[src/verilog/t1m_pkg.sv]
package t1m_pkg;
  // Register indexes; byte address is four times the index
  localparam logic [5:0] IDX_MW1 = 6'h0c;
  localparam logic [5:0] IDX_MW2 = 6'h0d;
  localparam logic [5:0] IDX_MW3 = 6'h0e;
  localparam logic [5:0] IDX_EVT = 6'h10;
  localparam logic [5:0] IDX_MASK = 6'h11;
  localparam logic [5:0] IDX_CTRL = 6'h12;
  localparam logic [5:0] IDX_ALRM = 6'h13;
  localparam logic [7:0] RST_REG = 8'h00;
  // Control register fields
  localparam int CTRL_ESF = 0;
  localparam int CTRL_F12 = 1;
  localparam logic [1:0] RESP_OKAY = 2'h0;
  localparam logic [1:0] RESP_SLVERR = 2'h2;
  // Timing
  localparam int CLK_NS = 100;
  localparam int BLUE_WIN_NS = 3000000;
  localparam int BLUE_WIN_CYC = BLUE_WIN_NS / CLK_NS;
  localparam logic [2:0] BLUE_MAXZ = 3'h5;
  localparam logic [7:0] ZRUN_8 = 8'h08;
  localparam logic [7:0] ZRUN_16 = 8'h10;
  localparam logic [7:0] RED_SET = 8'hc0;
  localparam logic [6:0] RED_WIN = 7'h70;
  localparam logic [3:0] RED_ONES = 4'he;
  localparam logic [8:0] YEL_MIN = 9'h0fe;
  localparam logic [4:0] FDL_RUN = 5'h10;
  localparam logic [4:0] FDL_CLR_MAX = 5'h0e;
  localparam logic [15:0] FDL_PAT = 16'h00ff;
  localparam logic [4:0] PD_MAXZ = 5'h0f;
  localparam int PD_NMAX = 23;
  localparam logic [4:0] LAST_CH = 5'h17;
  localparam logic [7:0] B8_PRI = 8'h11;
  localparam logic [7:0] B8_ALT = 8'h0a;
  localparam logic [7:0] MW_PAT [8] = '{8'h1e, 8'h0b, 8'h0b, 8'h1e,
                                       8'h9e, 8'h8b, 8'h8b, 8'h9e};

  typedef struct packed {
    logic rx_density_violation_evt;
    logic tx_density_violation_evt;
    logic alignment_change_evt;
    logic z8;
    logic z16;
    logic severe_framing_err_evt;
    logic b8zs;
    logic framing_bit_error_evt;
  } t1m_evt_type;

  typedef struct packed {
    logic lof;
    logic red;
    logic yellow;
    logic blue;
  } t1m_alarm_type;

  typedef enum logic [1:0] {
    RED_OK = 2'b00,
    RED_LOST = 2'b01,
    RED_CHK = 2'b10
  } t1m_red_type;
endpackage

[src/verilog/t1m_top.sv]
// Added by the designer: register access over AXI4-Lite.
`timescale 1ns/100ps
module t1m_pdv
  import t1m_pkg::*;
#(
  parameter int NMAX = PD_NMAX
) (
  input logic aclk, // Clock
  input logic aresetn, // Sync reset, low
  input logic bit_stb, // Bit present
  input logic bit_val, // Bit value
  output logic viol_q // Violation seen
);
  logic [7:0] age_q [NMAX];
  logic [7:0] age_d [NMAX];
  logic [NMAX-1:0] sparse;
  logic [4:0] zc_q;
  logic [4:0] zc_d;

  // Ages of the most recent ones; N-th one too old means a sparse window
  genvar i;
  generate
    for (i = 0; i < NMAX; i++)
    begin : g_age
      if (i == 0)
      begin : g_first
        assign age_d[i] = bit_val ? 8'h00 :
          ((age_q[i] == 8'hff) ? 8'hff : 8'(age_q[i] + 8'h01));
      end
      else
      begin : g_rest
        assign age_d[i] = bit_val ?
          ((age_q[i-1] == 8'hff) ? 8'hff : 8'(age_q[i-1] + 8'h01)) :
          ((age_q[i] == 8'hff) ? 8'hff : 8'(age_q[i] + 8'h01));
      end
      assign sparse[i] = age_d[i] >= 8'(8 * (i + 2));
      always_ff @(posedge aclk)
      begin
        if (!aresetn)
          age_q[i] <= 8'h00;
        else if (bit_stb)
          age_q[i] <= age_d[i];
      end
    end
  endgenerate

  assign zc_d = bit_val ? 5'h00 : ((zc_q == 5'h1f) ? zc_q : 5'(zc_q + 5'h01));

  always_ff @(posedge aclk)
  begin
    if (!aresetn)
    begin
      zc_q <= 5'h00;
      viol_q <= 1'b0;
    end
    else
    begin
      if (bit_stb)
        zc_q <= zc_d;
      viol_q <= bit_stb && ((zc_d > PD_MAXZ) || (|sparse));
    end
  end
endmodule

module t1m_top
  import t1m_pkg::*;
#(
  parameter int BLUE_CYC = BLUE_WIN_CYC
) (
  input logic aclk, // Clock, 10 MHz
  input logic aresetn, // Sync reset, low
  input logic [7:0] awaddr, // AXI write address
  input logic awvalid, // AXI
  output logic awready, // AXI
  input logic [31:0] wdata, // AXI write data
  input logic [3:0] wstrb, // AXI byte lanes
  input logic wvalid, // AXI
  output logic wready, // AXI
  output logic [1:0] bresp, // AXI
  output logic bvalid, // AXI
  input logic bready, // AXI
  input logic [7:0] araddr, // AXI read address
  input logic arvalid, // AXI
  output logic arready, // AXI
  output logic [31:0] rdata, // AXI read data
  output logic [1:0] rresp, // AXI
  output logic rvalid, // AXI
  input logic rready, // AXI
  input logic rx_bit_stb, // Receive line bit present
  input logic rx_pos, // Positive mark
  input logic rx_neg, // Negative mark
  input logic tx_bit_stb, // Transmit bit present
  input logic tx_bit, // Transmit bit value
  input logic fbit_stb, // Ft or FPS bit received
  input logic fbit_err, // That bit was wrong
  input logic resync_stb, // Resync finished
  input logic resync_moved, // Alignment differs from before
  input logic fs12_stb, // Twelfth F bit received
  input logic fs12_val, // Its value
  input logic ch_stb, // Receive channel byte present
  input logic [4:0] ch_num, // Channel 0..23
  input logic [7:0] ch_byte, // Channel byte, MSB is bit 1
  input logic fdl_stb, // Data link bit present
  input logic fdl_bit, // Data link bit value
  input logic loss_of_frame_flag, // Framer out of frame
  output logic bp_valid, // Backplane byte present
  output logic [4:0] bp_num, // Backplane channel
  output logic [7:0] bp_byte, // Backplane byte
  output logic blue_alarm_flag, // Blue alarm
  output logic yellow_alarm_flag, // Yellow alarm
  output logic red_alarm_flag, // Red alarm, carrier loss
  output logic irq // Unmasked event pending
);
  logic awready_q, wready_q, bvalid_q, arready_q, rvalid_q;
  logic [1:0] bresp_q, rresp_q;
  logic [31:0] rdata_q;
  logic [7:0] mw1_q, mw2_q, mw3_q, mask_q;
  logic [1:0] ctrl_q;
  t1m_evt_type evt_q, evt_set;
  logic [7:0] evt_d;
  t1m_alarm_type alrm;
  logic irq_q;

  // Register bus decode
  wire aw_hs = awvalid && awready_q;
  wire ar_hs = arvalid && arready_q;
  wire [5:0] wr_idx = awaddr[7:2];
  wire [5:0] rd_idx = araddr[7:2];
  wire wr_map = (awaddr[1:0] == 2'h0) && (wr_idx == IDX_MW1 || wr_idx == IDX_MW2 ||
    wr_idx == IDX_MW3 || wr_idx == IDX_EVT || wr_idx == IDX_MASK ||
    wr_idx == IDX_CTRL || wr_idx == IDX_ALRM);
  wire we = aw_hs && wr_map && wstrb[0];
  wire [7:0] evt_clr = (we && wr_idx == IDX_EVT) ? wdata[7:0] : 8'h00;
  wire rd_map = (araddr[1:0] == 2'h0) && (rd_idx == IDX_MW1 || rd_idx == IDX_MW2 ||
    rd_idx == IDX_MW3 || rd_idx == IDX_EVT || rd_idx == IDX_MASK ||
    rd_idx == IDX_CTRL || rd_idx == IDX_ALRM);
  wire [7:0] rd_mux = !rd_map ? 8'h00 :
    (rd_idx == IDX_MW1) ? mw1_q :
    (rd_idx == IDX_MW2) ? mw2_q :
    (rd_idx == IDX_MW3) ? mw3_q :
    (rd_idx == IDX_EVT) ? evt_q :
    (rd_idx == IDX_MASK) ? mask_q :
    (rd_idx == IDX_CTRL) ? {6'h00, ctrl_q} : {4'h0, alrm};

  always_ff @(posedge aclk)
  begin
    if (!aresetn)
    begin
      awready_q <= 1'b0;
      wready_q <= 1'b0;
      bvalid_q <= 1'b0;
      bresp_q <= RESP_OKAY;
      arready_q <= 1'b0;
      rvalid_q <= 1'b0;
      rresp_q <= RESP_OKAY;
      rdata_q <= 32'h0000_0000;
    end
    else
    begin
      awready_q <= !awready_q && awvalid && wvalid && !bvalid_q;
      wready_q <= !awready_q && awvalid && wvalid && !bvalid_q;
      if (aw_hs)
      begin
        bvalid_q <= 1'b1;
        bresp_q <= wr_map ? RESP_OKAY : RESP_SLVERR;
      end
      else if (bready)
        bvalid_q <= 1'b0;
      arready_q <= !arready_q && arvalid && !rvalid_q;
      if (ar_hs)
      begin
        rvalid_q <= 1'b1;
        rresp_q <= rd_map ? RESP_OKAY : RESP_SLVERR;
        rdata_q <= {24'h00_0000, rd_mux};
      end
      else if (rready)
        rvalid_q <= 1'b0;
    end
  end

  always_ff @(posedge aclk)
  begin
    if (!aresetn)
    begin
      mw1_q <= RST_REG;
      mw2_q <= RST_REG;
      mw3_q <= RST_REG;
      mask_q <= RST_REG;
      ctrl_q <= 2'h0;
    end
    else if (we)
    begin
      if (wr_idx == IDX_MW1)
        mw1_q <= wdata[7:0];
      if (wr_idx == IDX_MW2)
        mw2_q <= wdata[7:0];
      if (wr_idx == IDX_MW3)
        mw3_q <= wdata[7:0];
      if (wr_idx == IDX_MASK)
        mask_q <= wdata[7:0];
      if (wr_idx == IDX_CTRL)
        ctrl_q <= wdata[1:0];
    end
  end

  // Milliwatt substitution; pattern steps once per frame for a 1 kHz tone
  logic [2:0] pat_q;
  logic bp_valid_q;
  logic [4:0] bp_num_q;
  logic [7:0] bp_byte_q;
  wire [23:0] mw_en = {mw3_q, mw2_q, mw1_q};
  wire mw_sel = (ch_num <= LAST_CH) && mw_en[ch_num];

  always_ff @(posedge aclk)
  begin
    if (!aresetn)
    begin
      pat_q <= 3'h0;
      bp_valid_q <= 1'b0;
      bp_num_q <= 5'h00;
      bp_byte_q <= 8'h00;
    end
    else
    begin
      bp_valid_q <= ch_stb;
      if (ch_stb)
      begin
        bp_num_q <= ch_num;
        bp_byte_q <= mw_sel ? MW_PAT[pat_q] : ch_byte;
        if (ch_num == LAST_CH)
          pat_q <= 3'(pat_q + 3'h1);
      end
    end
  end

  // Receive line: zero runs and B8ZS codewords
  logic [7:0] rz_q, pos_q, neg_q;
  logic pol_q;
  wire rx_zero = !rx_pos && !rx_neg;
  wire [7:0] rz_d = !rx_zero ? 8'h00 : ((rz_q == 8'hff) ? rz_q : 8'(rz_q + 8'h01));
  wire [7:0] pos_d = {pos_q[6:0], rx_pos};
  wire [7:0] neg_d = {neg_q[6:0], rx_neg};
  wire pol_now = pos_q[7] ? 1'b1 : (neg_q[7] ? 1'b0 : pol_q);
  wire b8_hit = pol_now ? (pos_d == B8_PRI && neg_d == B8_ALT) :
    (neg_d == B8_PRI && pos_d == B8_ALT);

  always_ff @(posedge aclk)
  begin
    if (!aresetn)
    begin
      rz_q <= 8'h00;
      pos_q <= 8'h00;
      neg_q <= 8'h00;
      pol_q <= 1'b0;
    end
    else if (rx_bit_stb)
    begin
      rz_q <= rz_d;
      pos_q <= pos_d;
      neg_q <= neg_d;
      pol_q <= pol_now;
    end
  end

  // Framing bit errors over the last six
  logic [5:0] fe_q;
  wire [5:0] fe_d = {fe_q[4:0], fbit_err};

  always_ff @(posedge aclk)
  begin
    if (!aresetn)
      fe_q <= 6'h00;
    else if (fbit_stb)
      fe_q <= fe_d;
  end

  logic tx_viol, rx_viol;

  t1m_pdv #(
    .NMAX(PD_NMAX)
  ) u_tx_pdv (
    .aclk(aclk),
    .aresetn(aresetn),
    .bit_stb(tx_bit_stb),
    .bit_val(tx_bit),
    .viol_q(tx_viol)
  );

  t1m_pdv #(
    .NMAX(PD_NMAX)
  ) u_rx_pdv (
    .aclk(aclk),
    .aresetn(aresetn),
    .bit_stb(rx_bit_stb),
    .bit_val(!rx_zero),
    .viol_q(rx_viol)
  );

  always_comb
  begin
    evt_set.framing_bit_error_evt = fbit_stb && fbit_err;
    evt_set.b8zs = rx_bit_stb && b8_hit;
    evt_set.severe_framing_err_evt = fbit_stb && ($countones(fe_d) >= 2);
    evt_set.z16 = rx_bit_stb && (rz_d == ZRUN_16);
    evt_set.z8 = rx_bit_stb && (rz_d == ZRUN_8);
    evt_set.alignment_change_evt = resync_stb && resync_moved;
    evt_set.tx_density_violation_evt = tx_viol;
    evt_set.rx_density_violation_evt = rx_viol;
  end

  // Set wins over a simultaneous write-one clear
  assign evt_d = (evt_q & ~evt_clr) | evt_set;

  always_ff @(posedge aclk)
  begin
    if (!aresetn)
    begin
      evt_q <= RST_REG;
      irq_q <= 1'b0;
    end
    else
    begin
      evt_q <= evt_d;
      irq_q <= |(evt_d & mask_q);
    end
  end

  // Blue alarm: zeros counted over a fixed window tolerate sparse errors
  logic [31:0] bl_cnt_q;
  logic [2:0] bz_q;
  logic blue_q;
  wire bz_inc = rx_bit_stb && rx_zero;
  wire [2:0] bz_now = (bz_q > BLUE_MAXZ) ? bz_q : 3'(bz_q + {2'h0, bz_inc});
  wire bl_end = bl_cnt_q == 32'(BLUE_CYC - 1);

  always_ff @(posedge aclk)
  begin
    if (!aresetn)
    begin
      bl_cnt_q <= 32'h0000_0000;
      bz_q <= 3'h0;
      blue_q <= 1'b0;
    end
    else
    begin
      bl_cnt_q <= bl_end ? 32'h0000_0000 : 32'(bl_cnt_q + 32'h0000_0001);
      bz_q <= bl_end ? 3'h0 : bz_now;
      if (bl_end)
        blue_q <= bz_now <= BLUE_MAXZ;
    end
  end

  // Yellow alarm in its three forms
  logic [7:0] ych_q;
  logic [8:0] yz_q;
  logic yel_b2_q, f12_prev_q, yel_f12_q;
  wire [8:0] yz_now = 9'(yz_q + {8'h00, !ch_byte[6]});

  always_ff @(posedge aclk)
  begin
    if (!aresetn)
    begin
      ych_q <= 8'h00;
      yz_q <= 9'h000;
      yel_b2_q <= 1'b0;
      f12_prev_q <= 1'b0;
      yel_f12_q <= 1'b0;
    end
    else
    begin
      if (ch_stb)
      begin
        ych_q <= 8'(ych_q + 8'h01);
        yz_q <= (ych_q == 8'hff) ? 9'h000 : yz_now;
        if (ych_q == 8'hff)
          yel_b2_q <= yz_now >= YEL_MIN;
      end
      if (fs12_stb)
      begin
        f12_prev_q <= fs12_val;
        if (fs12_val && f12_prev_q)
          yel_f12_q <= 1'b1;
        else if (!fs12_val && !f12_prev_q)
          yel_f12_q <= 1'b0;
      end
    end
  end

  logic [15:0] fs_q;
  logic [3:0] fbit_q, fblk_q;
  logic [4:0] frun_q, fwin_q;
  logic falign_q, yel_esf_q;
  wire [15:0] fs_d = {fs_q[14:0], fdl_bit};
  wire fmatch = fs_d == FDL_PAT;
  wire fdone = fdl_stb && falign_q && (fbit_q == 4'hf);
  wire [4:0] fwin_now = 5'(fwin_q + {4'h0, fmatch});

  always_ff @(posedge aclk)
  begin
    if (!aresetn)
    begin
      fs_q <= 16'h0000;
      fbit_q <= 4'h0;
      fblk_q <= 4'h0;
      frun_q <= 5'h00;
      fwin_q <= 5'h00;
      falign_q <= 1'b0;
      yel_esf_q <= 1'b0;
    end
    else if (fdl_stb)
    begin
      fs_q <= fs_d;
      fbit_q <= 4'(fbit_q + 4'h1);
      if (!falign_q && fmatch)
      begin
        falign_q <= 1'b1;
        fbit_q <= 4'h0;
        fblk_q <= 4'h1;
        frun_q <= 5'h01;
        fwin_q <= 5'h01;
      end
      else if (fdone)
      begin
        frun_q <= fmatch ? ((frun_q == FDL_RUN) ? frun_q : 5'(frun_q + 5'h01)) : 5'h00;
        fblk_q <= 4'(fblk_q + 4'h1);
        fwin_q <= (fblk_q == 4'hf) ? 5'h00 : fwin_now;
        if (fmatch && frun_q == 5'(FDL_RUN - 5'h01))
          yel_esf_q <= 1'b1;
        else if (fblk_q == 4'hf && fwin_now <= FDL_CLR_MAX)
          yel_esf_q <= 1'b0;
        if (!fmatch && !yel_esf_q)
          falign_q <= 1'b0;
      end
    end
  end

  // Red alarm: carrier loss and the ones-density recovery check
  t1m_red_type red_st_q;
  logic [6:0] rwin_q;
  logic [3:0] rones_q;
  wire [6:0] rwin_now = 7'(rwin_q + 7'h01);
  wire [3:0] rones_now = 4'(rones_q + {3'h0, !rx_zero});

  always_ff @(posedge aclk)
  begin
    if (!aresetn)
    begin
      red_st_q <= RED_OK;
      rwin_q <= 7'h00;
      rones_q <= 4'h0;
    end
    else if (rx_bit_stb)
    begin
      case (red_st_q)
        RED_OK:
          if (rz_d == RED_SET)
            red_st_q <= RED_LOST;
        RED_LOST:
          if (!rx_zero)
          begin
            red_st_q <= RED_CHK;
            rwin_q <= 7'h01;
            rones_q <= 4'h1;
          end
        RED_CHK:
        begin
          rwin_q <= rwin_now;
          rones_q <= rones_now;
          if (rones_now >= RED_ONES)
            red_st_q <= RED_OK;
          else if (rwin_now == RED_WIN)
            red_st_q <= RED_LOST;
        end
        default:
          red_st_q <= RED_OK;
      endcase
    end
  end

  logic blue_o_q, yel_o_q, red_o_q;

  always_ff @(posedge aclk)
  begin
    if (!aresetn)
    begin
      blue_o_q <= 1'b0;
      yel_o_q <= 1'b0;
      red_o_q <= 1'b0;
    end
    else
    begin
      blue_o_q <= blue_q;
      yel_o_q <= ctrl_q[CTRL_ESF] ? yel_esf_q :
        (ctrl_q[CTRL_F12] ? yel_f12_q : yel_b2_q);
      red_o_q <= red_st_q != RED_OK;
    end
  end

  // Loss of frame sits in bit 3 of the alarm register, blue in bit 0, so software can qualify it
  assign alrm = '{lof: loss_of_frame_flag, red: red_o_q, yellow: yel_o_q,
                  blue: blue_o_q};

  assign awready = awready_q;
  assign wready = wready_q;
  assign bvalid = bvalid_q;
  assign bresp = bresp_q;
  assign arready = arready_q;
  assign rvalid = rvalid_q;
  assign rresp = rresp_q;
  assign rdata = rdata_q;
  assign bp_valid = bp_valid_q;
  assign bp_num = bp_num_q;
  assign bp_byte = bp_byte_q;
  assign blue_alarm_flag = blue_o_q;
  assign yellow_alarm_flag = yel_o_q;
  assign red_alarm_flag = red_o_q;
  assign irq = irq_q;
endmodule
[config.mk]
export PLATFORM = sky130hd
export DESIGN_NAME = t1m_top
export DESIGN_NICKNAME = d
export VERILOG_FILES = /design/src/verilog/t1m_pkg.sv /design/src/verilog/t1m_top.sv
export SDC_FILE = /design/constraint.sdc
export NUM_CORES = 2
export LEC_CHECK = 0
export BUFFER_PORTS_ARGS = -buffer_cell sky130_fd_sc_hd__buf_4
export CAP_MARGIN = 20
export CORE_MARGIN = 2
export CORE_UTILIZATION = 40
export CTS_BUF_LIST = sky130_fd_sc_hd__clkbuf_4 sky130_fd_sc_hd__clkbuf_8 sky130_fd_sc_hd__clkbuf_16
export DETAILED_ROUTE_END_ITERATION = 7
export REMOVE_ABC_BUFFERS = 1
export SYNTH_ARGS = -nofsm -noshare
export SYNTH_HDL_FRONTEND = slang
export SYNTH_SLANG_ARGS = --single-unit
[constraint.sdc]
create_clock -name aclk -period 9.3 [get_ports aclk]
set_input_delay 0.465 -clock aclk [delete_from_list [all_inputs] [get_ports aclk]]
set_output_delay 0.465 -clock aclk [all_outputs]
set_load 0.05 [all_outputs]
==> results.sh <==
export IMPL_vias_per_cell=5.57
export IMPL_n_antenna_cell=0
export IMPL_wirelength_um=83000
export IMPL_antenna_found_initial=0
export IMPL_clock_sinks=591
export IMPL_cp_max_fo=78
export IMPL_rows=107
export IMPL_die_h_um=298
export IMPL_maxCapViolCount=0
export IMPL_path_class="input port to flop"
export IMPL_final_cell_mix="nor2_1, edfxtp_1, nand2_1, a21oi_1, dfxtp_1"
export IMPL_drive_gt1_share_pct=8.54
export IMPL_synthArstFlopShare_pct=0
export IMPL_hold_buffers=0
export IMPL_clockBufferDepth=3
export IMPL_cts_max_level=3
export IMPL_start_util_pct=40.4
export IMPL_r2r_slack_ns=6.14
export IMPL_avgSynthCellArea_um2=9.12
export IMPL_routed_via_count=27800
export IMPL_hpwl_um=55100
export IMPL_synth_seq_cells=591
export IMPL_syn_area_mm2=0.0345
export IMPL_gr_usage_all_layers_pct=18.1
export IMPL_ys_seq_area_share_pct=44.9
export IMPL_reg2reg_from="u_tx_pdv.age_q[0][16]"
export IMPL_grt_pass1_wl_um=135000
export IMPL_final_common_cell="nor2_1"
export IMPL_worst_skew_pair_late_latency_ns=0.64
export IMPL_grt_pass1_vias=26500
export IMPL_fp_dieW_um=298
export IMPL_synth_edf_count=368
export IMPL_setup_viol=0
export IMPL_cp_required_ns=9.82
export IMPL_hold_end="wready"
export IMPL_peakVddDrop_v=0.000190
export IMPL_utilization_pct=45.1
export IMPL_dr_first_iter_drc_count=1922
export IMPL_clkTransAtPathRegs_ns=0.06
export IMPL_post_route_period_util_pct=34.6
export IMPL_root_buffer="clkbuf_16"
export IMPL_yosysUniqueCellTypes=90
export IMPL_finalMaxSlewViolations=0
export IMPL_ant_nets=0
export IMPL_rsz0062_at_grt="no"
export IMPL_synthCells=3786
export IMPL_cellPowerDensity_mw_per_mm2=172
export IMPL_timing_fmax_mhz=311
export IMPL_endpoint_kind="flop"
export IMPL_yosysWarnings=0
export IMPL_dieArea_mm2=0.0887
export IMPL_drc=0
export IMPL_layout_cells_non_filler=4996
export IMPL_coreArea_mm2=0.0854
export IMPL_worstHoldStart="wvalid"
export IMPL_rr_worst_depth=9
export IMPL_gp_congestion=0.835
export IMPL_hp_class="input port to flop"
export IMPL_finalHoldViolations=0
export IMPL_ios=146
export IMPL_port_buffers=92
export IMPL_tightest_slew_ns=1.08
export IMPL_detail_route_first_pass_iterations=5
export IMPL_routedWlPerCell_um=16.6
export IMPL_grt_overflow_total=0
export IMPL_r2r_end="u_tx_pdv.viol_q"
export IMPL_post_cts_resized=0
export IMPL_nets=3954
export IMPL_p_leak_uw=0.0147
export IMPL_area_growth_syn_to_layout_pct=11.6
export IMPL_cts_buffers_inserted=71
export IMPL_grt_max_degree=103
export IMPL_cts_setup_buffers=0
export IMPL_hold_depth=3
export IMPL_outcome="completed"
export IMPL_dp_cells=4868
export IMPL_synth_top_flop_cell="edfxtp_1"
export IMPL_cts_tree="yes"
export IMPL_finalClockSkew_ns=0.0354
export IMPL_finalCriticalPeriod_ns=3.22
export IMPL_worstSetupStartpointType="input port"
export IMPL_relSlewSlack_pct=28.0
export IMPL_crit_arrival_ns=3.74
-- worst max-delay path: stages --
cell,delay [ns]
buf_6,0.39
buf_4,0.76
buf_4,0.70
nor3_1,0.13
a211oi_1,0.61
nor4_1,0.17
and4b_1,0.27
a31oi_1,0.14
-- metal layers --
layer	GRT usage (%)	part of all wire, %	routed length (µm)	vias to the layer above
met5	0	0	0	-
met4	4.57	1.9	1580	0
met3	2.73	3.8	3160	117
met2	29.8	46	38100	433
met1	24.9	48	40100	13200
li1	-	-	-	14100
-- where the power goes --
part | switching [µW] | internal (µW) | leakage, µW
clock | 1180 | 1670 | 0.00121
sequential | 144 | 2940 | 0.00587
combinational | 453 | 254 | 0.00764
total | 1780 | 4870 | 0.0147
-- Yosys cell counts, types with 17 or more instances --
| cell type | number | area, µm² |
|---|---|---|
| mux2_2 | 39 | 439 |
| buf_1 | 19 | 71.3 |
| or2_2 | 17 | 106 |
| dfxtp_1 | 223 | 4460 |
| nor3_1 | 101 | 505 |
| nand4_1 | 71 | 444 |
| nand2b_1 | 59 | 369 |
| and3_1 | 96 | 601 |
| ha_1 | 67 | 838 |
| clkbuf_1 | 150 | 563 |
| edfxtp_1 | 368 | 11100 |
| a221oi_1 | 19 | 166 |
| a21oi_1 | 244 | 1220 |
| mux2i_1 | 199 | 1990 |
| buf_4 | 30 | 225 |
| and4_1 | 46 | 403 |
| o22ai_1 | 19 | 119 |
| and2_1 | 46 | 288 |
| a31oi_1 | 81 | 507 |
| nand3_1 | 203 | 1020 |
| xnor2_1 | 67 | 587 |
| inv_1 | 56 | 210 |
| a311oi_1 | 60 | 526 |
| nor2_1 | 626 | 2350 |
| o21ai_0 | 140 | 701 |
| a211oi_1 | 51 | 383 |
| nor2b_1 | 23 | 144 |
| nand2_1 | 309 | 1160 |
| or3_1 | 35 | 219 |
| xor2_1 | 77 | 674 |
-- flip-flops by register name, summed over array words and instances (netlist names), 7 cells and up --
register / flops
rdata: 8
ych_q: 8
yz_q: 9
neg_q: 8
u_rx_pdv.age_q: 184
mw3_q: 8
evt_q: 8
mw2_q: 8
rz_q: 8
rwin_q: 7
u_tx_pdv.age_q: 184
bl_cnt_q: 32
pos_q: 8
bp_byte: 8
mask_q: 8
fs_q: 15
mw1_q: 8
-- area by class of cell --
type | instances | area [µm²]
fillers | 8402 | 46900
multi-input cells | 2962 | 18100
flip-flops and latches | 591 | 15500
clock buffers | 101 | 2080
well taps | 1144 | 1430
repair buffers | 113 | 865
clock inverters | 27 | 347
inverters | 58 | 228
-- stage by stage --
step / power [µW] / worst slack [ns] / instance area, µm² / TNS (ns) / hold slack, ns
2_1_floorplan: 3610 / -3.59 / 33800 / -464.73 / 0.422
3_3_place_gp: 3830 / 5.55 / 36100 / 0 / 0.428
3_5_place_dp: 3840 / 5.48 / 36100 / 0 / 0.444
4_1_cts: 6720 / 6.13 / 38500 / 0 / 0.0447
5_1_grt: 6920 / 5.95 / 38500 / 0 / 0.0535
6_report: 6640 / 6.08 / 38500 / 0 / 0.0836
-- cell families after synthesis --
group,Yosys count,share of synthesized area [%]
AO/OA/AOI/OAI,764,14.2
multiplexers,245,7.48
flip-flops,591,44.9
buffers and inverters,258,3.13
other,1,0.0109
XOR/XNOR,144,3.65
adder cells (fa/ha/maj),71,2.63
AND/OR/NAND/NOR,1712,23.9
-- worst max path at each step --
stage                 from         endpoint  slack, ns  depth (start not counted)
detailed placement  tx_bit  u_tx_pdv.viol_q       5.48                          8
floorplan           rx_pos      red_st_q[0]      -3.59                         10
finish              tx_bit  u_tx_pdv.viol_q       6.08                          8
global route        tx_bit  u_tx_pdv.viol_q       5.95                          8
global placement    tx_bit  u_tx_pdv.viol_q       5.55                          8
CTS                 tx_bit  u_tx_pdv.viol_q       6.13                          8
Note: power is estimated with default switching activity, not from simulation.
